<file path="src/inc/tmc_regs.vh">
// Operation
// - Bits 7, 6, 5 hold pending flags for channels 2, 1, 0; write zero clears.
// - Overflow flag bit 4 sets at terminal count, or at zero turnaround in up/down.
// - Divider bits 3:2 pick tick divided by 1, 8, 32 or 128.
// - Writing the divider never resets the running prescaler counter.
// - Mode 00 suspends counting and holds the counter value.
// - Mode 01 counts 0x0000 to 0xffff and wraps, forever.
// - Mode 10 counts from zero up to the channel 0 value, then restarts.
// - Mode 11 counts up to the channel 0 value then back down to zero.
// - Capture source bit 7 picks normal input or masked radio events.
// - Channel 0 interrupt mask bit 6 enables its interrupt; resets to one.
// - On compare match, action 000 sets, 001 clears, 010 toggles the output.
// - Action 011 sets up/clears at zero or down; 100 opposite; 101-111 reserved.
// - Channel 0 mode bit 2: zero is capture, one is compare.
// - Capture edge bits 1:0: none, rising, falling, both.
// - Flags set on events regardless of masks; processor flag needs mask set.
// - Any write to the counter low byte clears the whole counter.
`ifndef TMC_REGS_VH
`define TMC_REGS_VH

// ==========================================================================
// register indices (byte address is four times the index)
`define TMC_IDX_CC0_LO 8'hda
`define TMC_IDX_CC0_HI 8'hdb
`define TMC_IDX_CNT_LO 8'he2
`define TMC_IDX_CNT_HI 8'he3
`define TMC_IDX_CTL 8'he4
`define TMC_IDX_CCTL0 8'he5
`define TMC_IDX_RFMASK 8'hf0
`define TMC_IDX_IRQ_STAT 8'hf1
`define TMC_IDX_IRQ_MASK 8'hf2

// ==========================================================================
// timer_control_status fields
`define TMC_CTL_CH2 7
`define TMC_CTL_CH1 6
`define TMC_CTL_CH0 5
`define TMC_CTL_OVF 4
`define TMC_CTL_DIV_HI 3
`define TMC_CTL_DIV_LO 2
`define TMC_CTL_MODE_HI 1
`define TMC_CTL_MODE_LO 0
`define TMC_CTL_RESET 8'h00

// ==========================================================================
// channel0_capcmp_control fields
`define TMC_CC_SRC 7
`define TMC_CC_IM 6
`define TMC_CC_ACT_HI 5
`define TMC_CC_ACT_LO 3
`define TMC_CC_CMPMODE 2
`define TMC_CC_EDGE_HI 1
`define TMC_CC_EDGE_LO 0
`define TMC_CCTL0_RESET 8'h40

// ==========================================================================
// encodings
`define TMC_MODE_STOP 2'h0
`define TMC_MODE_FREE 2'h1
`define TMC_MODE_MOD 2'h2
`define TMC_MODE_UPDN 2'h3
`define TMC_DIV_1 2'h0
`define TMC_DIV_8 2'h1
`define TMC_DIV_32 2'h2
`define TMC_DIV_128 2'h3
`define TMC_ACT_SET 3'h0
`define TMC_ACT_CLR 3'h1
`define TMC_ACT_TGL 3'h2
`define TMC_ACT_SETUP 3'h3
`define TMC_ACT_CLRUP 3'h4
`define TMC_EDGE_NONE 2'h0
`define TMC_EDGE_RISE 2'h1
`define TMC_EDGE_FALL 2'h2
`define TMC_EDGE_BOTH 2'h3

// ==========================================================================
// reset values and limits
`define TMC_CNT_MAX 16'hffff
`define TMC_CNT_ZERO 16'h0000
`define TMC_RFMASK_RESET 8'h00
`define TMC_IRQ_MASK_RESET 2'h3
`define TMC_PRE_RESET 7'h00

`endif

</file>
<file path="src/hdl/tmc_sync.v">
`timescale 1ns/1ps
// ==========================================================================
// three-stage synchroniser with agreement filter and edge pulses
module tmc_sync (
  input wire clk, // core clock
  input wire rst, // async reset, active high
  input wire din, // asynchronous pin level
  output reg level, // filtered level
  output reg rise, // one-cycle pulse on accepted rising change
  output reg fall // one-cycle pulse on accepted falling change
);
  reg s1;
  reg s2;
  reg s3;

  // s1 feeds only s2; decisions look at s2 and s3
  always @(posedge clk or posedge rst) begin
    if (rst) begin
      s1 <= 1'b0;
      s2 <= 1'b0;
      s3 <= 1'b0;
      level <= 1'b0;
      rise <= 1'b0;
      fall <= 1'b0;
    end else begin
      s1 <= din;
      s2 <= s1;
      s3 <= s2;
      rise <= 1'b0;
      fall <= 1'b0;
      if (s2 == s3 && s3 != level) begin
        level <= s3;
        rise <= s3;
        fall <= ~s3;
      end
    end
  end
endmodule // tmc_sync

</file>
<file path="src/hdl/tmc_presc.v">
`timescale 1ns/1ps
`include "tmc_regs.vh"
// ==========================================================================
// free-running tick prescaler; the divider choice only picks the tap
module tmc_presc (
  input wire clk, // core clock
  input wire rst, // async reset, active high
  input wire tick, // timer tick strobe
  input wire [1:0] div, // divider select
  output reg adv // one-cycle counter advance strobe
);
  reg [6:0] pre;
  reg hit;

  always @* begin
    case (div)
      `TMC_DIV_1: hit = 1'b1;
      `TMC_DIV_8: hit = &pre[2:0];
      `TMC_DIV_32: hit = &pre[4:0];
      default: hit = &pre;
    endcase
  end

  // pre is never cleared by a divider write, so a new ratio lines up late
  always @(posedge clk or posedge rst) begin
    if (rst) begin
      pre <= `TMC_PRE_RESET;
      adv <= 1'b0;
    end else begin
      if (tick)
        pre <= pre + 7'h01;
      adv <= tick & hit;
    end
  end
endmodule // tmc_presc

</file>
<file path="src/hdl/tmc_top.v">
// Implementation choice: the Wishbone slave port.
`timescale 1ns/1ps
`include "tmc_regs.vh"
// ==========================================================================
// timer control, status and channel 0 capture/compare
module tmc_top (
  input wire CORE_CLK, // 10 MHz core clock
  input wire RESET, // async reset, active high
  input wire WB_CYC_I, // wishbone cycle
  input wire WB_STB_I, // wishbone strobe
  input wire WB_WE_I, // wishbone write enable
  input wire [9:0] WB_ADR_I, // byte address
  input wire [3:0] WB_SEL_I, // byte lanes
  input wire [31:0] WB_DAT_I, // write data
  output reg [31:0] WB_DAT_O, // read data
  output reg WB_ACK_O, // wishbone acknowledge
  input wire TICK, // timer tick strobe, core domain
  input wire CAPTURE_IN, // channel 0 capture pin, asynchronous
  input wire [7:0] RADIO_EVENTS, // radio event pulses, core domain
  input wire [1:0] CHAN_EVENTS, // channel 2,1 event pulses, core domain
  output reg CH0_OUT, // channel 0 compare output
  output reg CPU_TIMER_IRQ_FLAG // level interrupt
);
  // ========================================================================
  // registers
  reg [7:0] ctl;
  reg [7:0] cctl0;
  reg [15:0] cnt;
  reg [15:0] cc0;
  reg [7:0] cnt_hi_buf;
  reg [7:0] rfmask;
  reg [1:0] irq_stat;
  reg [1:0] irq_mask;
  reg dir_down;

  wire [1:0] mode = ctl[`TMC_CTL_MODE_HI:`TMC_CTL_MODE_LO];
  wire [1:0] div = ctl[`TMC_CTL_DIV_HI:`TMC_CTL_DIV_LO];
  wire [2:0] act = cctl0[`TMC_CC_ACT_HI:`TMC_CC_ACT_LO];
  wire [1:0] edge_sel = cctl0[`TMC_CC_EDGE_HI:`TMC_CC_EDGE_LO];
  wire cmp_mode = cctl0[`TMC_CC_CMPMODE];

  // ========================================================================
  // bus decode
  wire [7:0] idx = WB_ADR_I[9:2];
  wire req = WB_CYC_I & WB_STB_I;
  wire wr = req & WB_ACK_O & WB_WE_I & WB_SEL_I[0];
  wire rd_issue = req & ~WB_ACK_O & ~WB_WE_I;
  wire [7:0] wd = WB_DAT_I[7:0];
  wire wr_ctl = wr && idx == `TMC_IDX_CTL;
  wire wr_cnt_lo = wr && idx == `TMC_IDX_CNT_LO;
  wire wr_irq_stat = wr && idx == `TMC_IDX_IRQ_STAT;

  // ========================================================================
  // prescaler and capture input
  wire adv;
  wire cap_rise;
  wire cap_fall;

  tmc_presc u_presc (
    .clk(CORE_CLK),
    .rst(RESET),
    .tick(TICK),
    .div(div),
    .adv(adv)
  );

  tmc_sync u_sync (
    .clk(CORE_CLK),
    .rst(RESET),
    .din(CAPTURE_IN),
    .level(),
    .rise(cap_rise),
    .fall(cap_fall)
  );

  // ========================================================================
  // capture trigger
  reg pin_evt;
  always @* begin
    case (edge_sel)
      `TMC_EDGE_RISE: pin_evt = cap_rise;
      `TMC_EDGE_FALL: pin_evt = cap_fall;
      `TMC_EDGE_BOTH: pin_evt = cap_rise | cap_fall;
      default: pin_evt = 1'b0;
    endcase
  end

  wire radio_evt = |(RADIO_EVENTS & rfmask);
  // radio triggers still need a capture edge selection other than none
  wire src_evt = cctl0[`TMC_CC_SRC] ? (radio_evt && edge_sel != `TMC_EDGE_NONE)
                                    : pin_evt;
  wire cap_evt = ~cmp_mode & src_evt;

  // ========================================================================
  // counter sequencing
  reg [15:0] next_cnt;
  reg next_dir_down;
  reg ovf_evt;
  reg zero_turn;

  always @* begin
    next_cnt = cnt;
    next_dir_down = dir_down;
    ovf_evt = 1'b0;
    zero_turn = 1'b0;
    if (adv) begin
      case (mode)
        `TMC_MODE_FREE: begin
          next_cnt = cnt + 16'h0001;
          ovf_evt = (cnt == `TMC_CNT_MAX);
        end
        `TMC_MODE_MOD: begin
          if (cnt >= cc0) begin
            next_cnt = `TMC_CNT_ZERO;
            ovf_evt = 1'b1;
          end else begin
            next_cnt = cnt + 16'h0001;
          end
        end
        `TMC_MODE_UPDN: begin
          if (!dir_down) begin
            if (cnt >= cc0) begin
              next_dir_down = (cc0 != `TMC_CNT_ZERO);
              next_cnt = (cc0 != `TMC_CNT_ZERO) ? cnt - 16'h0001 : `TMC_CNT_ZERO;
              if (cc0 == `TMC_CNT_ZERO) begin
                ovf_evt = 1'b1;
                zero_turn = 1'b1;
              end
            end else begin
              next_cnt = cnt + 16'h0001;
            end
          end else if (cnt == `TMC_CNT_ZERO) begin
            next_dir_down = 1'b0;
            next_cnt = 16'h0001;
            ovf_evt = 1'b1;
            zero_turn = 1'b1;
          end else begin
            next_cnt = cnt - 16'h0001;
          end
        end
        default: next_cnt = cnt;
      endcase
    end
    if (wr_cnt_lo) begin
      next_cnt = `TMC_CNT_ZERO;
      next_dir_down = 1'b0;
    end
  end

  // ========================================================================
  // compare events and output action
  wire counting = adv && mode != `TMC_MODE_STOP;
  wire eq = counting && cnt == cc0;
  wire at_zero = counting && cnt == `TMC_CNT_ZERO;
  wire eq_up = eq & ~dir_down;
  wire eq_down = eq & dir_down;
  wire updn = (mode == `TMC_MODE_UPDN);
  // in up/down compare mode channel 0 reports the zero turnaround instead
  wire cmp_evt = cmp_mode & (updn ? zero_turn : eq);
  wire ch0_evt = cap_evt | cmp_evt;

  reg next_out;
  always @* begin
    next_out = CH0_OUT;
    if (cmp_mode) begin
      case (act)
        `TMC_ACT_SET: if (eq) next_out = 1'b1;
        `TMC_ACT_CLR: if (eq) next_out = 1'b0;
        `TMC_ACT_TGL: if (eq) next_out = ~CH0_OUT;
        `TMC_ACT_SETUP: begin
          if (eq_up) next_out = 1'b1;
          else if (updn ? eq_down : at_zero) next_out = 1'b0;
        end
        `TMC_ACT_CLRUP: begin
          if (eq_up) next_out = 1'b0;
          else if (updn ? eq_down : at_zero) next_out = 1'b1;
        end
        default: next_out = CH0_OUT;
      endcase
    end
  end

  // ========================================================================
  // control, status and value registers
  always @(posedge CORE_CLK or posedge RESET) begin
    if (RESET) begin
      ctl <= `TMC_CTL_RESET;
      cctl0 <= `TMC_CCTL0_RESET;
      cnt <= `TMC_CNT_ZERO;
      cc0 <= `TMC_CNT_ZERO;
      cnt_hi_buf <= 8'h00;
      rfmask <= `TMC_RFMASK_RESET;
      irq_stat <= 2'h0;
      irq_mask <= `TMC_IRQ_MASK_RESET;
      dir_down <= 1'b0;
      CH0_OUT <= 1'b0;
    end else begin
      cnt <= next_cnt;
      dir_down <= next_dir_down;
      CH0_OUT <= next_out;
      if (wr_ctl) begin
        ctl[3:0] <= wd[3:0];
        ctl[7:4] <= ctl[7:4] & wd[7:4];
      end
      // hardware sets win over a simultaneous software clear
      if (CHAN_EVENTS[1]) ctl[`TMC_CTL_CH2] <= 1'b1;
      if (CHAN_EVENTS[0]) ctl[`TMC_CTL_CH1] <= 1'b1;
      if (ch0_evt) ctl[`TMC_CTL_CH0] <= 1'b1;
      if (ovf_evt) ctl[`TMC_CTL_OVF] <= 1'b1;
      if (wr && idx == `TMC_IDX_CCTL0) cctl0 <= wd;
      if (wr && idx == `TMC_IDX_RFMASK) rfmask <= wd;
      if (wr && idx == `TMC_IDX_IRQ_MASK) irq_mask <= wd[1:0];
      if (wr && idx == `TMC_IDX_CC0_LO) cc0[7:0] <= wd;
      if (wr && idx == `TMC_IDX_CC0_HI) cc0[15:8] <= wd;
      if (cap_evt) cc0 <= cnt;
      if (rd_issue && idx == `TMC_IDX_CNT_LO) cnt_hi_buf <= cnt[15:8];
      if (wr_irq_stat) irq_stat <= irq_stat & ~wd[1:0];
      if (ch0_evt) irq_stat[0] <= 1'b1;
      if (ovf_evt) irq_stat[1] <= 1'b1;
    end
  end

  // ========================================================================
  // interrupt output: channel 0 also needs its own mask bit
  wire next_irq = (irq_stat[0] & irq_mask[0] & cctl0[`TMC_CC_IM])
                | (irq_stat[1] & irq_mask[1]);

  // ========================================================================
  // read mux and acknowledge
  reg [7:0] rdata;
  always @* begin
    case (idx)
      `TMC_IDX_CTL: rdata = ctl;
      `TMC_IDX_CCTL0: rdata = cctl0;
      `TMC_IDX_CNT_LO: rdata = cnt[7:0];
      `TMC_IDX_CNT_HI: rdata = cnt_hi_buf;
      `TMC_IDX_CC0_LO: rdata = cc0[7:0];
      `TMC_IDX_CC0_HI: rdata = cc0[15:8];
      `TMC_IDX_RFMASK: rdata = rfmask;
      `TMC_IDX_IRQ_STAT: rdata = {6'h00, irq_stat};
      `TMC_IDX_IRQ_MASK: rdata = {6'h00, irq_mask};
      default: rdata = 8'h00;
    endcase
  end

  always @(posedge CORE_CLK or posedge RESET) begin
    if (RESET) begin
      WB_ACK_O <= 1'b0;
      WB_DAT_O <= 32'h00000000;
      CPU_TIMER_IRQ_FLAG <= 1'b0;
    end else begin
      WB_ACK_O <= req & ~WB_ACK_O;
      if (rd_issue)
        WB_DAT_O <= {24'h000000, rdata};
      CPU_TIMER_IRQ_FLAG <= next_irq;
    end
  end
endmodule // tmc_top

</file>
<file path="config.mk">
export PLATFORM = sky130hd
export DESIGN_NAME = tmc_top
export DESIGN_NICKNAME = d
export VERILOG_FILES = /design/src/hdl/tmc_sync.v /design/src/hdl/tmc_presc.v /design/src/hdl/tmc_top.v
export VERILOG_INCLUDE_DIRS = /design/src /design/src/inc
export SDC_FILE = /design/constraint.sdc
export NUM_CORES = 1
export LEC_CHECK = 0
export BUFFER_PORTS_ARGS = -buffer_cell sky130_fd_sc_hd__buf_2
export CAP_MARGIN = 10
export CELL_PAD_IN_SITES_DETAIL_PLACEMENT = 0
export CELL_PAD_IN_SITES_GLOBAL_PLACEMENT = 1
export CORE_ASPECT_RATIO = 1.75
export CORE_MARGIN = 10
export CORE_UTILIZATION = 30
export CTS_CLUSTER_SIZE = 14
export DETAILED_ROUTE_END_ITERATION = 10
export GPL_ROUTABILITY_DRIVEN = 0
export PLACE_DENSITY_LB_ADDON = 0.1
export SYNTH_ARGS = -nofsm -noshare
export SYNTH_HDL_FRONTEND = slang
export SYNTH_SLANG_ARGS = --single-unit
</file>
<file path="constraint.sdc">
create_clock -name CORE_CLK -period 2.6 [get_ports CORE_CLK]
set_input_delay 0.26 -clock CORE_CLK [delete_from_list [all_inputs] [get_ports CORE_CLK]]
set_output_delay 0.26 -clock CORE_CLK [all_outputs]
set_load 0.03 [all_outputs]
</file>
==> insert_results.sql <==
INSERT INTO impl_metrics (metric_group, metric, value, unit) VALUES
('sta', 'timing.max_slew.rel_slack', '59.6', '%'),
('yosys', 'ys_seq_area_share', '38.9', '%'),
('cells_and_area', 'finalCoreUtilization', '39.4', '%'),
('grt', 'pin_count_of_the_biggest_net_entering_global_routing', '41', ''),
('yosys', 'yosysTopAreaCellShare', '37.6', '%'),
('clock_network', 'clock_tree.buffer_depth', '2', ''),
('yosys', 'synthesis.yosys.warnings', '0', ''),
('clock_network', 'cts_htree_levels', '3', ''),
('detailed_routing', 'routedWlPerCell', '21.4', 'um'),
('pwr', 'power.leakage', '3.54', 'nW'),
('yosys', 'post_synth_edffs', '0', ''),
('place', 'placed_area', '7130', 'sq um'),
('clock_network', 'cts-buffers-inserted', '9', ''),
('critical_path', 'family_with_the_most_delay_on_the_worst_path', 'simple AND/OR/NAND/NOR gates', ''),
('grt', 'grt_use_total', '16.4', '%'),
('cells_and_area', 'syn2layout_area_growth', '28.8', '%'),
('clock_network', 'tritoncts', 'yes', ''),
('sta', 'setup_total_negative_slack', '-0.913', 'ns'),
('yosys', 'synth-main-ff-cell', 'sky130_fd_sc_hd__dfrtp_1', ''),
('sta', 'period_needed', '2.76', 'ns'),
('status', 'status', 'finished, violations left', ''),
('critical_path', 'master_of_the_slowest_instance_on_the_critical_path', 'sky130_fd_sc_hd__or4_4', ''),
('yosys', 'synthDominantAreaCellType', 'sky130_fd_sc_hd__dfrtp_1', ''),
('cells_and_area', 'fillCellCount', '2016', ''),
('detailed_routing', 'post_drt_via_cell_ratio', '5.30', ''),
('detailed_routing', 'detailedRoute.firstIterationViolations', '322', ''),
('detailed_routing', 'drt_drc_violations_left', '0', ''),
('critical_path', 'timing.reg2reg.setup_slack', '-0.16', 'ns'),
('yosys', 'synth_area_per_cell', '9.45', 'sq um'),
('floorplanning', 'row_count', '68', ''),
('critical_path', 'critical_path.max_fanout', '9', ''),
('floorplanning', 'initial_utilization', '30.6', '%'),
('critical_path', 'largest_stage_delay_on_the_critical_path', '0.59', 'ns'),
('critical_path', 'path_cells', 'ha_1 -> nand4_1 -> nor4_2 -> buf_4 -> o31ai_4 -> and4b_2 -> or4_4 -> o32ai_1 -> o22a_1', ''),
('critical_path', 'endpoint_kind', 'flip-flop', ''),
('place', 'dp.final_hpwl', '17.3', 'mm'),
('critical_path', 'worst_r2r_startpoint', 'cnt[10]', ''),
('yosys', 'synthesis.instances', '641', ''),
('place', 'number_of_buffer_cells_added_on_primary_ports', '44', ''),
('status', 'failing_checks', 'negative setup slack', ''),
('cells_and_area', 'post_route_cells_drive_above_1_share', '34.1', '%'),
('critical_path', 'startpoint', 'cnt[10]', ''),
('critical_path', 'critical_path_cell_count', '9', ''),
('critical_path', 'worst_setup_path_endpoint', 'cnt[10]', ''),
('detailed_routing', 'via_count', '5442', ''),
('sta', 'worst_slack', '-0.159', 'ns'),
('detailed_routing', 'finalWirelength', '22.0', 'mm'),
('grt', 'via_count_of_the_first_global_routing_pass', '5767', ''),
('detailed_routing', 'antenna_left', '0', ''),
('pwr', 'total_power', '3.55', 'mW'),
('critical_path', 'worst_setup_path_start_kind', 'flip-flop', ''),
('floorplanning', 'die_height', '208', 'um'),
('critical_path', 'worst-endpoint-required', '2.88', 'ns'),
('yosys', 'ys_ff_latch', '94', ''),
('clock_network', 'cts_sinks', '94', ''),
('flow_run', 'cap_viol_max_count', '0', ''),
('yosys', 'post_synth_num_cell_types', '75', ''),
('floorplanning', 'die_w', '127', 'um'),
('sta', 'setup_violations', '10', ''),
('sta', 'grt_setup_unrepaired', 'yes', ''),
('critical_path', 'regToRegEndpoint', 'cnt[10]', ''),
('grt', 'antenna_found_initial', '0', ''),
('yosys', 'synthesis.area', '6060', 'sq um'),
('pwr', 'power_dens_cells', '455', 'nW/um^2'),
('clock_network', 'clk_transition_reported_paths', '0.06', 'ns'),
('critical_path', 'timing.reg2reg.worst_path_depth', '9', ''),
('clock_network', 'worst_skew_pair.late_latency', '0.35', 'ns'),
('yosys', 'synth-async-reset-ratio', '100', '%'),
('critical_path', 'cp_data_arrival_time', '3.04', 'ns'),
('sta', 'final.period_utilization', '106', '%'),
('clock_network', 'clock-root-buffer', 'sky130_fd_sc_hd__clkbuf_16', '');
## area by class of cell
| class | instances | area (sq um) | share of cell area [%] |
|---|---|---|---|
| multi-input combinational | 484 | 3540 | 45.4 |
| clock buffer | 14 | 284 | 3.64 |
| inverter | 26 | 101 | 1.30 |
| tap | 245 | 307 | 3.93 |
| clock inverter | 2 | 38.8 | 0.497 |
| sequential | 94 | 2360 | 30.2 |
| timing repair buffer | 161 | 1170 | 15.0 |
## where the power goes
group	leakage (nW)	switching [mW]	internal, mW
Combinational	2.19	0.289	0.221
Clock	0.159	0.578	0.854
Sequential	1.20	0.0638	1.54
Total	3.54	0.931	2.62
## synth_stat cells (3+ instances only)
master	count
sky130_fd_sc_hd__nand4_1	8
sky130_fd_sc_hd__or3_1	5
sky130_fd_sc_hd__a22o_1	8
sky130_fd_sc_hd__a222oi_1	6
sky130_fd_sc_hd__inv_1	26
sky130_fd_sc_hd__and4_1	3
sky130_fd_sc_hd__nor4_1	11
sky130_fd_sc_hd__dfstp_2	3
sky130_fd_sc_hd__mux2_2	35
sky130_fd_sc_hd__nand2b_1	6
sky130_fd_sc_hd__nor2b_1	5
sky130_fd_sc_hd__nand3_1	13
sky130_fd_sc_hd__xor2_1	6
sky130_fd_sc_hd__o22ai_1	6
sky130_fd_sc_hd__o22a_1	3
sky130_fd_sc_hd__a22oi_1	6
sky130_fd_sc_hd__a211oi_1	5
sky130_fd_sc_hd__a31oi_1	9
sky130_fd_sc_hd__nand2_1	49
sky130_fd_sc_hd__mux2i_1	27
sky130_fd_sc_hd__buf_2	3
sky130_fd_sc_hd__ha_1	27
sky130_fd_sc_hd__o32ai_1	3
sky130_fd_sc_hd__clkbuf_8	4
sky130_fd_sc_hd__nor3b_1	7
sky130_fd_sc_hd__xnor2_1	3
sky130_fd_sc_hd__a21oi_1	45
sky130_fd_sc_hd__nor3_1	12
sky130_fd_sc_hd__or4_1	3
sky130_fd_sc_hd__clkbuf_1	20
sky130_fd_sc_hd__and3_1	7
sky130_fd_sc_hd__dfrtp_1	91
sky130_fd_sc_hd__a221oi_1	9
sky130_fd_sc_hd__nor2_1	62
sky130_fd_sc_hd__buf_4	27
sky130_fd_sc_hd__a211o_1	3
sky130_fd_sc_hd__o21ai_0	25
## placed cells by master, fill, tap and decap left out, types with 22 or more instances in the layout
cell                      Yosys  layout
sky130_fd_sc_hd__mux2_2      35      35
sky130_fd_sc_hd__buf_2        3      44
sky130_fd_sc_hd__nand2_1     49      49
sky130_fd_sc_hd__a21oi_1     45      39
sky130_fd_sc_hd__dfrtp_1     91      91
sky130_fd_sc_hd__buf_4       27     105
sky130_fd_sc_hd__inv_1       26      22
sky130_fd_sc_hd__mux2i_1     27      27
sky130_fd_sc_hd__conb_1       1      24
sky130_fd_sc_hd__ha_1        27      24
sky130_fd_sc_hd__nor2_1      62      61
## registers in the layout (all words and copies together), names as in the netlist, 2 cells and up
name and flops:
cnt 16, cnt_hi_buf 8, u_presc.pre 7, rfmask 8
WB_DAT_O 8, cctl0 8, ctl 8, irq_mask 2
irq_stat 2, cc0 16
## kinds of logic (layout without fill, tap and decap cells)
logic type	Yosys count	after routing	share of synthesized area [%]
DFF	94	94	38.9
adders and majority gates	28	28	5.74
and+or+nand+nor	214	214	18.3
AOI/OAI and AO/OA	146	146	16.1
xor gates and xnor gates	9	9	1.30
other	1	24	0.0619
muxes	63	63	11.2
buffers and inverters	86	203	8.47
## worst min path at each step
stage	from	endpoint	slack [ns]	cells after the start
after detailed placement	RESET	WB_ACK_O	0.34	2
final	CAPTURE_IN	u_sync.s1	0.02	1
after floorplan	CAPTURE_IN	u_sync.s1	0.29	0
after global placement	RESET	WB_ACK_O	0.33	2
after global routing	CAPTURE_IN	u_sync.s1	0.005	1
after CTS	CAPTURE_IN	u_sync.s1	0.006	1
## per-stage QoR
step,instances,setup WS (ns),hold WS (ns)
after floorplan,664,-0.0834,0.291
after global placement,1000,-0.299,0.334
after detailed placement,1000,-0.239,0.343
after CTS,1021,-0.180,0.00609
after global routing,1026,-0.256,0.00473
final,1026,-0.159,0.0154
## routing by layer
metal / share of wire (%) / routed length [um] / global-route usage [%]
met1: 36 / 7820 / 16.2
met4: 4.9 / 1070 / 8.89
met5: 0 / 0 / 0
met3: 3.9 / 865 / 2.90
met2: 56 / 12200 / 31.0
## repair_timing
item	CTS	global route
setup endpoints to repair	20	20
hold buffers	1	0
buffers inserted	4	8
pin swaps	9	17
endpoints found under the hold margin	20	0
gates resized for setup	27	29
Power figures use the tool's default switching activity.
